===== src/logic/cis_pkg.sv =====
// constants shared by the interrupt sequencer and its testbench
// assumes a 100 MHz cpu clock and a 32-bit avalon-mm register bus
package cis_pkg;

  // register byte offsets
  localparam logic [7:0] OFS_FLAGS  = 8'h00;
  localparam logic [7:0] OFS_MCU    = 8'h04;
  localparam logic [7:0] OFS_IEN    = 8'h08;
  localparam logic [7:0] OFS_IFLAG  = 8'h0c;
  localparam logic [7:0] OFS_STACK  = 8'h10;
  localparam logic [7:0] OFS_STATUS = 8'h14;

  // field positions
  localparam int GIE_BIT  = 7;
  localparam int VSEL_BIT = 0;
  localparam int ST_LSB   = 0;
  localparam int GRD_BIT  = 8;
  localparam int IDX_LSB  = 16;

  // reset values
  localparam logic       GIE_RST  = 1'b0;
  localparam logic       VSEL_RST = 1'b0;

  // timing: clock period in ns, sequence lengths in cpu clock cycles
  localparam int CLK_NS = 10;
  localparam logic [2:0] ENTRY_CYC = 3'h5;
  localparam logic [2:0] WAKE_CYC  = 3'h5;
  localparam logic [2:0] JUMP_CYC  = 3'h3;
  localparam logic [2:0] RET_CYC   = 3'h5;
  localparam logic [2:0] PC_BYTES  = 3'h3;

  // program address width: three stacked bytes
  localparam int PC_W = 24;

  typedef enum logic [4:0] {
    ST_RUN   = 5'h01,
    ST_WAKE  = 5'h02,
    ST_ENTRY = 5'h04,
    ST_JUMP  = 5'h08,
    ST_RET   = 5'h10
  } cis_state_t;

endpackage


===== src/logic/cis_sequencer.sv =====
// cpu interrupt and reset sequencer with avalon-mm register slave
// assumes the pipeline flags instruction boundaries with instr_done
// and holds while cpu_hold is high; one clock, clock enable ce
`timescale 1ns/100ps
module cis_sequencer #(
  parameter int              N_SRC      = 8,
  parameter logic [31:0]     LEVEL_MASK = 32'h0000_0000,
  parameter int              SP_W       = 8,
  parameter logic [23:0]     BOOT_START = 24'h00_f000,
  parameter logic [23:0]     VEC_STEP   = 24'h00_0002,
  parameter int              IDX_W      = 5
) (
  input  wire logic              clk_sys,
  input  wire logic              nrst,
  input  wire logic              ce,
  input  wire logic [7:0]        avs_address,
  input  wire logic              avs_read,
  input  wire logic              avs_write,
  input  wire logic [31:0]       avs_writedata,
  output logic      [31:0]       avs_readdata,
  output logic                   avs_waitrequest,
  input  wire logic [N_SRC-1:0]  src_flag_evt,
  input  wire logic [N_SRC-1:0]  src_level,
  input  wire logic              instr_done,
  input  wire logic              instr_is_return_from_irq_instr,
  input  wire logic              instr_is_sei,
  input  wire logic              instr_is_cli,
  input  wire logic              cpu_sleeping,
  input  wire logic [23:0]       pc_next,
  input  wire logic [23:0]       pc_cur,
  input  wire logic              boot_reset_fuse,
  input  wire logic              app_section_lock_bit,
  input  wire logic              boot_section_lock_bit,
  output logic                   cpu_hold,
  output logic                   pc_load,
  output logic      [23:0]       pc_load_addr,
  output logic      [N_SRC-1:0]  irq_ack,
  output logic                   glob_ie,
  output logic      [SP_W-1:0]   stack_ptr
);

  cis_pkg::cis_state_t st_q;
  cis_pkg::cis_state_t st_d;
  logic [2:0]       cnt_q;
  logic [2:0]       cnt_d;
  logic             wait_q;
  logic [31:0]      rdata_q;
  logic [31:0]      rd_mux;
  logic             gie_q;
  logic             vsel_q;
  logic [N_SRC-1:0] ien_q;
  logic [N_SRC-1:0] flag_q;
  logic [N_SRC-1:0] pend;
  logic [N_SRC-1:0] req_en;
  logic [N_SRC-1:0] ack_q;
  logic [IDX_W-1:0] sel_idx;
  logic [IDX_W-1:0] act_idx_q;
  logic [23:0]      vec_q;
  logic [23:0]      vec_d;
  logic [23:0]      save_pc_q;
  logic [23:0]      ret_pc_q;
  logic [SP_W-1:0]  sp_q;
  logic             guard_q;
  logic             rst_done_q;
  logic             hold_q;
  logic             load_q;
  logic [23:0]      load_addr_q;
  logic             wr_acc;
  logic             cli_now;
  logic             sei_now;
  logic             return_from_irq_instr_now;
  logic             lock_sup;
  logic             allow;
  logic             take_run;
  logic             take_wake;
  logic             take;
  logic             entry_end;
  logic             ret_end;
  logic             push_we;
  logic [7:0]       push_byte;
  logic [SP_W-1:0]  pop_addr;
  logic [7:0]       pop_byte;

  ////////////////////////////////////////////////////////////////////////
  // register bus: one wait cycle, then the access takes effect

  always_ff @(posedge clk_sys or negedge nrst) begin
    if (!nrst) begin
      wait_q <= 1'b1;
    end else if (ce) begin
      wait_q <= !((avs_read || avs_write) && wait_q);
    end
  end

  assign wr_acc = avs_write && !wait_q;

  always_comb begin
    rd_mux = '0;
    case (avs_address)
      cis_pkg::OFS_FLAGS:  rd_mux[cis_pkg::GIE_BIT] = gie_q;
      cis_pkg::OFS_MCU:    rd_mux[cis_pkg::VSEL_BIT] = vsel_q;
      cis_pkg::OFS_IEN:    rd_mux[N_SRC-1:0] = ien_q;
      cis_pkg::OFS_IFLAG:  rd_mux[N_SRC-1:0] = flag_q;
      cis_pkg::OFS_STACK:  rd_mux[SP_W-1:0] = sp_q;
      cis_pkg::OFS_STATUS: begin
        rd_mux[cis_pkg::ST_LSB +: 5] = st_q;
        rd_mux[cis_pkg::GRD_BIT] = guard_q;
        rd_mux[cis_pkg::IDX_LSB +: IDX_W] = act_idx_q;
      end
      default: rd_mux = '0;
    endcase
  end

  // read data is loaded as waitrequest drops and stands at that edge
  always_ff @(posedge clk_sys or negedge nrst) begin
    if (!nrst) begin
      rdata_q <= 32'h0000_0000;
    end else if (ce && avs_read && wait_q) begin
      rdata_q <= rd_mux;
    end
  end

  always_ff @(posedge clk_sys or negedge nrst) begin
    if (!nrst) begin
      vsel_q <= cis_pkg::VSEL_RST;
      ien_q  <= '0;
    end else if (ce && wr_acc) begin
      if (avs_address == cis_pkg::OFS_MCU) begin
        vsel_q <= avs_writedata[cis_pkg::VSEL_BIT];
      end
      if (avs_address == cis_pkg::OFS_IEN) begin
        ien_q <= avs_writedata[N_SRC-1:0];
      end
    end
  end

  ////////////////////////////////////////////////////////////////////////
  // sources: flag type latches events, level type follows its input

  for (genvar g = 0; g < N_SRC; g++) begin : g_src
    logic w1c;
    assign w1c = wr_acc && (avs_address == cis_pkg::OFS_IFLAG) &&
                 avs_writedata[g];
    // an event in the clearing cycle wins over both clears
    always_ff @(posedge clk_sys or negedge nrst) begin
      if (!nrst) begin
        flag_q[g] <= 1'b0;
      end else if (ce) begin
        if (LEVEL_MASK[g]) begin
          flag_q[g] <= 1'b0;
        end else if (src_flag_evt[g]) begin
          flag_q[g] <= 1'b1;
        end else if (take && sel_idx == IDX_W'(g)) begin
          flag_q[g] <= 1'b0;
        end else if (w1c) begin
          flag_q[g] <= 1'b0;
        end
      end
    end
    assign pend[g] = LEVEL_MASK[g] ? src_level[g] : flag_q[g];
  end

  assign req_en = pend & ien_q;

  // lowest index means lowest vector, so it wins
  always_comb begin
    sel_idx = '0;
    for (int i = N_SRC - 1; i >= 0; i--) begin
      if (req_en[i]) begin
        sel_idx = IDX_W'(i);
      end
    end
  end

  // slot zero is reset, sources follow from slot one on
  always_comb begin
    vec_d = (vsel_q ? BOOT_START : 24'h00_0000) +
            24'(VEC_STEP * (24'(sel_idx) + 24'h00_0001));
  end

  ////////////////////////////////////////////////////////////////////////
  // take decision

  assign cli_now  = instr_done && instr_is_cli;
  assign sei_now  = instr_done && instr_is_sei;
  assign return_from_irq_instr_now = instr_done && instr_is_return_from_irq_instr;

  // simple protection model: the lock of the section being run applies
  assign lock_sup = (pc_cur >= BOOT_START) ? boot_section_lock_bit
                                           : app_section_lock_bit;

  // gie_q alone gates nesting, so a handler that sets it can be preempted
  assign allow = gie_q && !guard_q && !lock_sup && (|req_en) &&
                 rst_done_q && (st_q == cis_pkg::ST_RUN);

  assign take_run = allow && instr_done && !cpu_sleeping && !cli_now &&
                    !instr_is_return_from_irq_instr;
  assign take_wake = allow && cpu_sleeping;
  assign take      = take_run || take_wake;

  assign entry_end = (st_q == cis_pkg::ST_ENTRY) &&
                     (cnt_q == cis_pkg::ENTRY_CYC - 3'h1);
  assign ret_end   = (st_q == cis_pkg::ST_RET) &&
                     (cnt_q == cis_pkg::RET_CYC - 3'h1);

  ////////////////////////////////////////////////////////////////////////
  // sequence state

  always_comb begin
    st_d  = st_q;
    cnt_d = cnt_q + 3'h1;
    case (st_q)
      cis_pkg::ST_RUN: begin
        cnt_d = 3'h0;
        if (take_wake) begin
          st_d = cis_pkg::ST_WAKE;
        end else if (take_run) begin
          st_d = cis_pkg::ST_ENTRY;
        end else if (return_from_irq_instr_now) begin
          st_d = cis_pkg::ST_RET;
        end
      end
      cis_pkg::ST_WAKE: begin
        if (cnt_q == cis_pkg::WAKE_CYC - 3'h1) begin
          st_d  = cis_pkg::ST_ENTRY;
          cnt_d = 3'h0;
        end
      end
      cis_pkg::ST_ENTRY: begin
        if (entry_end) begin
          st_d  = cis_pkg::ST_JUMP;
          cnt_d = 3'h0;
        end
      end
      cis_pkg::ST_JUMP: begin
        if (cnt_q == cis_pkg::JUMP_CYC - 3'h1) begin
          st_d = cis_pkg::ST_RUN;
        end
      end
      cis_pkg::ST_RET: begin
        if (ret_end) begin
          st_d = cis_pkg::ST_RUN;
        end
      end
      default: begin
        st_d  = cis_pkg::ST_RUN;
        cnt_d = 3'h0;
      end
    endcase
  end

  always_ff @(posedge clk_sys or negedge nrst) begin
    if (!nrst) begin
      st_q  <= cis_pkg::ST_RUN;
      cnt_q <= 3'h0;
    end else if (ce) begin
      st_q  <= st_d;
      cnt_q <= cnt_d;
    end
  end

  // pipeline stays held until the reset vector is out and during sequences
  always_ff @(posedge clk_sys or negedge nrst) begin
    if (!nrst) begin
      hold_q <= 1'b1;
    end else if (ce) begin
      hold_q <= (st_d != cis_pkg::ST_RUN);
    end
  end

  ////////////////////////////////////////////////////////////////////////
  // global enable; the flags register is never stacked

  always_ff @(posedge clk_sys or negedge nrst) begin
    if (!nrst) begin
      gie_q <= cis_pkg::GIE_RST;
    end else if (ce) begin
      if (take) begin
        gie_q <= 1'b0;
      end else if (ret_end) begin
        gie_q <= 1'b1;
      end else if (cli_now) begin
        gie_q <= 1'b0;
      end else if (sei_now) begin
        gie_q <= 1'b1;
      end else if (wr_acc && avs_address == cis_pkg::OFS_FLAGS) begin
        gie_q <= avs_writedata[cis_pkg::GIE_BIT];
      end
    end
  end

  // one instruction must complete after return or an sei instruction
  always_ff @(posedge clk_sys or negedge nrst) begin
    if (!nrst) begin
      guard_q <= 1'b0;
    end else if (ce) begin
      if (ret_end) begin
        guard_q <= 1'b1;
      end else if (sei_now) begin
        guard_q <= 1'b1;
      end else if (instr_done) begin
        guard_q <= 1'b0;
      end
    end
  end

  ////////////////////////////////////////////////////////////////////////
  // captured request

  always_ff @(posedge clk_sys or negedge nrst) begin
    if (!nrst) begin
      vec_q     <= 24'h00_0000;
      act_idx_q <= '0;
      save_pc_q <= 24'h00_0000;
      ack_q     <= '0;
    end else if (ce) begin
      ack_q <= '0;
      if (take) begin
        vec_q     <= vec_d;
        act_idx_q <= sel_idx;
        save_pc_q <= pc_next;
        ack_q     <= N_SRC'(1) << sel_idx;
      end
    end
  end

  ////////////////////////////////////////////////////////////////////////
  // stack: pushes low byte first, pops high byte first

  assign push_we   = (st_q == cis_pkg::ST_ENTRY) &&
                     (cnt_q < cis_pkg::PC_BYTES);
  assign push_byte = 8'(save_pc_q >> {cnt_q[1:0], 3'h0});
  assign pop_addr  = sp_q + SP_W'(cnt_q) + SP_W'(1);

  always_ff @(posedge clk_sys or negedge nrst) begin
    if (!nrst) begin
      sp_q <= '1;
    end else if (ce) begin
      if (push_we) begin
        sp_q <= sp_q - SP_W'(1);
      end else if (ret_end) begin
        sp_q <= sp_q + SP_W'(cis_pkg::PC_BYTES);
      end else if (wr_acc && avs_address == cis_pkg::OFS_STACK) begin
        sp_q <= avs_writedata[SP_W-1:0];
      end
    end
  end

  // popped bytes land one cycle after their address
  always_ff @(posedge clk_sys or negedge nrst) begin
    if (!nrst) begin
      ret_pc_q <= 24'h00_0000;
    end else if (ce && st_q == cis_pkg::ST_RET) begin
      case (cnt_q)
        3'h1:    ret_pc_q[23:16] <= pop_byte;
        3'h2:    ret_pc_q[15:8]  <= pop_byte;
        3'h3:    ret_pc_q[7:0]   <= pop_byte;
        default: ret_pc_q <= ret_pc_q;
      endcase
    end
  end

  cis_stack_ram #(
    .AW (SP_W)
  ) u_stack (
    .clk_sys (clk_sys),
    .ce      (ce),
    .we      (push_we),
    .waddr   (sp_q),
    .wdata   (push_byte),
    .raddr   (pop_addr),
    .rdata_q (pop_byte)
  );

  ////////////////////////////////////////////////////////////////////////
  // program counter loads: reset vector, source vector, return address

  // the fuse is sampled at the first enabled edge after release
  always_ff @(posedge clk_sys or negedge nrst) begin
    if (!nrst) begin
      rst_done_q  <= 1'b0;
      load_q      <= 1'b0;
      load_addr_q <= 24'h00_0000;
    end else if (ce) begin
      load_q <= 1'b0;
      if (!rst_done_q) begin
        rst_done_q  <= 1'b1;
        load_q      <= 1'b1;
        load_addr_q <= boot_reset_fuse ? BOOT_START
                                       : 24'h00_0000;
      end else if (entry_end) begin
        load_q      <= 1'b1;
        load_addr_q <= vec_q;
      end else if (ret_end) begin
        load_q      <= 1'b1;
        load_addr_q <= ret_pc_q;
      end
    end
  end

  ////////////////////////////////////////////////////////////////////////
  // outputs

  assign avs_readdata    = rdata_q;
  assign avs_waitrequest = wait_q;
  assign cpu_hold        = hold_q;
  assign pc_load         = load_q;
  assign pc_load_addr    = load_addr_q;
  assign irq_ack         = ack_q;
  assign glob_ie         = gie_q;
  assign stack_ptr       = sp_q;

endmodule


===== src/logic/cis_stack_ram.sv =====
// byte-wide return-address stack memory, registered read data
// assumes one write port and one read port on the same clock
`timescale 1ns/100ps
module cis_stack_ram #(
  parameter int AW = 8
) (
  input  wire logic          clk_sys,
  input  wire logic          ce,
  input  wire logic          we,
  input  wire logic [AW-1:0] waddr,
  input  wire logic [7:0]    wdata,
  input  wire logic [AW-1:0] raddr,
  output logic      [7:0]    rdata_q
);

  logic [7:0] mem [0:(1<<AW)-1];

  ////////////////////////////////////////////////////////////////////////
  // no reset on the array: contents are undefined until pushed
  always_ff @(posedge clk_sys) begin
    if (ce && we) begin
      mem[waddr] <= wdata;
    end
  end

  always_ff @(posedge clk_sys) begin
    if (ce) begin
      rdata_q <= mem[raddr];
    end
  end

endmodule


===== config.mk =====
export PLATFORM = sky130hd
export DESIGN_NAME = cis_sequencer
export DESIGN_NICKNAME = d
export VERILOG_FILES = /design/src/logic/cis_pkg.sv /design/src/logic/cis_sequencer.sv /design/src/logic/cis_stack_ram.sv
export SDC_FILE = /design/constraint.sdc
export NUM_CORES = 2
export LEC_CHECK = 0
export ABC_AREA = 1
export ABC_CLOCK_PERIOD_IN_PS = 15800
export BUFFER_PORTS_ARGS = -buffer_cell sky130_fd_sc_hd__buf_2
export CELL_PAD_IN_SITES_DETAIL_PLACEMENT = 0
export CELL_PAD_IN_SITES_GLOBAL_PLACEMENT = 1
export CORE_MARGIN = 4
export CORE_UTILIZATION = 40
export DETAILED_ROUTE_END_ITERATION = 7
export GPL_TIMING_DRIVEN = 0
export HOLD_SLACK_MARGIN = 0.02
export PLACE_DENSITY_LB_ADDON = 0.1
export SLEW_MARGIN = 5
export SYNTH_ARGS = -nofsm -noshare
export SYNTH_HDL_FRONTEND = slang
export SYNTH_SLANG_ARGS = --single-unit

===== constraint.sdc =====
create_clock -name clk_sys -period 15.8 [get_ports clk_sys]
set_clock_uncertainty 0.05 [all_clocks]
set_input_delay 3.16 -clock clk_sys [delete_from_list [all_inputs] [get_ports clk_sys]]
set_output_delay 3.16 -clock clk_sys [all_outputs]
set_load 0.1 [all_outputs]

==> metrics.txt <==
max cap viols 0; Worst Path Arrival 7.21 ns; htree depth 4; unrepaired setup endpoints after global routing false; sequential cell area 65200 µm²; Setup Viol. Count Final 0; via count around 70000; Setup Buffers After CTS 0; PD cells 184 nW/µm²; Critical Path Fanout Max 12; switching part of the total 0.411; Synth Area per Inst 10.4 µm²; drt pass-1 iters 6; Post-Layout Cell Count 12900; first-pass GRT wire length 508 mm; Residual DRC 0; placed cells 12500; cell mode on critical path nand2_1; CTS Sinks 2195; status completed; Nets 9702; r2r setup slk 9.09 ns; Syn Inst Count ~9000; GR Util All Layers 0.299; CTS Buf Count between 200 and 250; max-slew violation count 0; drt via density 5.37; GRT overflow 0; Yosys Warn Count 0; vias in the first global route 64900; clock-pin slew on the worst setup and hold paths about 0.060 ns; fin crit share 0.425; hold-fix buffers at CTS 0; Min-Delay Path Class reg2reg; Final Critical Period 6.71 ns; io pins 193; Worst EP required about 16 ns; Root Buffer clkbuf_16; Starting Density 0.403; footprint of the multi-input gates 24000 µm²; Internal Pwr Total 11.8 mW; worst-margin pin slew 1.43 ns; WL per Instance 28.8 µm; clk buf depth 3; post-CTS sizing 0; die area 243000 µm²; synthesized area 94100 µm²; Util after Layout 0.465; post-synth cell types 43; # rows between 150 and 200; sequential share of power 0.343; crit end category flip-flop; Design Power 20.0 mW; number of enable flip-flop cells after synthesis 2056; Main synth FF type edfxtp_1; share of layout cells above drive strength 1 0.0935; Comb pwr share 0.378; Core Footprint 233000 µm²; Top Family by Delay on Critical Path buffers and inverters; worst hold slack 0.420 ns; gpl congestion a little under 1; die span in y 493 µm; First DRT Iteration DRCs 8300; Yosys reg bits 2195; endpoints failing hold 0; I/O Buffers roughly 130; P_sw 8.21 mW; crit path kind reg2reg; Slew HR 0.0443; DPL Wire Length 273 mm; Filler cells roughly 22000; asr flop ratio synth 0.0633; Worst setup SP type flip-flop; antenna violations before repair 37; Crit-path slowest cell buf_1; CP bufs+invs 5; Pleak around 43 nW; Max VDD drop 0.136 mV; Clock Power Share 0.279; Antenna Violating Nets Remaining 0; slowest stage delay, CP 0.97 ns; cells along the critical path inv_1 > clkbuf_1 > buf_1 > ha_1 > fa_1 > xnor2_1 > buf_2 > buf_1 > nand3_1 > nand2_1 > nand2_1 > nand3_1 > nand3_1 > nand3_1 > nand2_1 > nand2_1 > nand2_1; largest net degree at the start of global routing 79; Area growth, synth to finish 15.4%; Detailed Route WL 372 mm; Die W 493 µm; Clk Latency, worst-skew pair 0.88 ns; upper clock frequency limit 149 MHz; setup_tns 0 ns; TritonCTS clock tree done; sequential share of the synthesized area 0.693
-- power by group through the flow --
stage               clock (mW)  sequential [mW]  combinational [mW]
floorplan                    0             7.41                3.49
global placement             0             8.11                6.99
detailed placement           0             6.98                7.40
CTS                       5.65             6.85                7.43
global route              5.87             6.86                7.92
finish                    5.59             6.86                7.56
-- state kept, by name (all words and copies together) (netlist names), 12 cells and up --
register      count
u_stack.mem    2048
pc_load_addr     24
ret_pc_q         24
save_pc_q        24
avs_readdata     12
-- area by class of cell --
cell class              instances  area share
clock buffers                 299      0.0576
flip-flops and latches       2195       0.601
inverters                     655      0.0227
repair buffers                217      0.0246
plain buffers                 532      0.0238
multi-input cells            5728       0.221
well taps                    3132      0.0361
diodes                         12    0.000277
clock inverters               138      0.0132
-- synth_stat cells, types with 2 or more instances --
| master | number | area, µm² |
|---|---|---|
| nor3_1 | 5 | 25.0 |
| inv_1 | 646 | 2420 |
| clkbuf_1 | 199 | 747 |
| buf_1 | 36 | 135 |
| mux2_2 | 2 | 22.5 |
| dfstp_2 | 11 | 289 |
| inv_2 | 5 | 18.8 |
| clkinv_1 | 3 | 11.3 |
| buf_4 | 41 | 308 |
| nor2_2 | 2 | 12.5 |
| ha_1 | 18 | 225 |
| o22ai_1 | 10 | 62.6 |
| o21ai_0 | 432 | 2160 |
| or2_2 | 18 | 113 |
| a21oi_1 | 23 | 115 |
| buf_6 | 14 | 158 |
| a31oi_1 | 6 | 37.5 |
| nand4_1 | 10 | 62.6 |
| xor2_1 | 11 | 96.3 |
| a221oi_1 | 5 | 43.8 |
| o31ai_1 | 5 | 37.5 |
| edfxtp_1 | 2056 | 61700 |
| nand3_1 | 1054 | 5280 |
| o211ai_1 | 17 | 128 |
| dfrtp_1 | 128 | 3200 |
| nor2_1 | 1096 | 4110 |
| buf_2 | 241 | 1210 |
| o21ai_1 | 5 | 25.0 |
| nand2_1 | 2978 | 11200 |
-- metrics by stage --
stage               setup WS (ns)  area [µm²]
floorplan                    2.60       94200
global placement           -19.40       98700
detailed placement           8.83      101000
CTS                          9.24      109000
global route                 9.03      109000
finish                       9.09      109000
-- per-layer routing --
metal / wire length [µm] / global-route usage / up-vias
met4: 20100 / 0.137 / 6
li1: - / - / 31200
met5: 44 / 0 / -
met2: 169000 / 0.474 / 3153
met3: 30100 / 0.0501 / 657
met1: 152000 / 0.404 / 34400
-- worst min-delay path: cells and delay by family (launching register included) --
kind | cells | cell delay (ns)
DFF | 1 | 0.34
and+or+nand+nor | 2 | 0.10
-- cells in the final DEF (no fill, tap or decap), types with 56 or more instances in the layout --
| master | synthesis | final |
|---|---|---|
| nand3_1 | 1054 | 1054 |
| dfrtp_1 | 128 | 128 |
| clkbuf_1 | 199 | 246 |
| nand2_1 | 2978 | 2978 |
| nor2_1 | 1096 | 1094 |
| edfxtp_1 | 2056 | 2056 |
| buf_2 | 241 | 368 |
| buf_12 | 0 | 56 |
| inv_1 | 646 | 646 |
| clkbuf_16 | 0 | 241 |
| o21ai_0 | 432 | 424 |
-- cells by family (layout without fill, tap and decap cells) --
logic type / Yosys count / in the layout / synth area share
compound gates: 507 / 507 / 0.0281
xor+xnor: 13 / 13 / 0.00129
fa+ha+maj: 19 / 19 / 0.00261
buf+inv: 1187 / 1841 / 0.0534
flops: 2195 / 2195 / 0.693
mux: 2 / 2 / 0.000239
other cells: 1 / 32 / 0.0000398
simple gates: 5167 / 5167 / 0.221
-- path summary, 6_finish.rpt --
kind	start	cells past startpoint	to
worst max register to register	cnt_q[0]	17	u_stack.rdata_q[7]
max in group asynchronous	nrst	2	cpu_hold
min in group asynchronous	nrst	1	avs_readdata[5]
worst max-delay path	cnt_q[0]	17	u_stack.rdata_q[7]
worst min register to register	save_pc_q[11]	2	save_pc_q[11]
worst min-delay path	save_pc_q[11]	2	save_pc_q[11]
(Power assumes the default switching activity.)
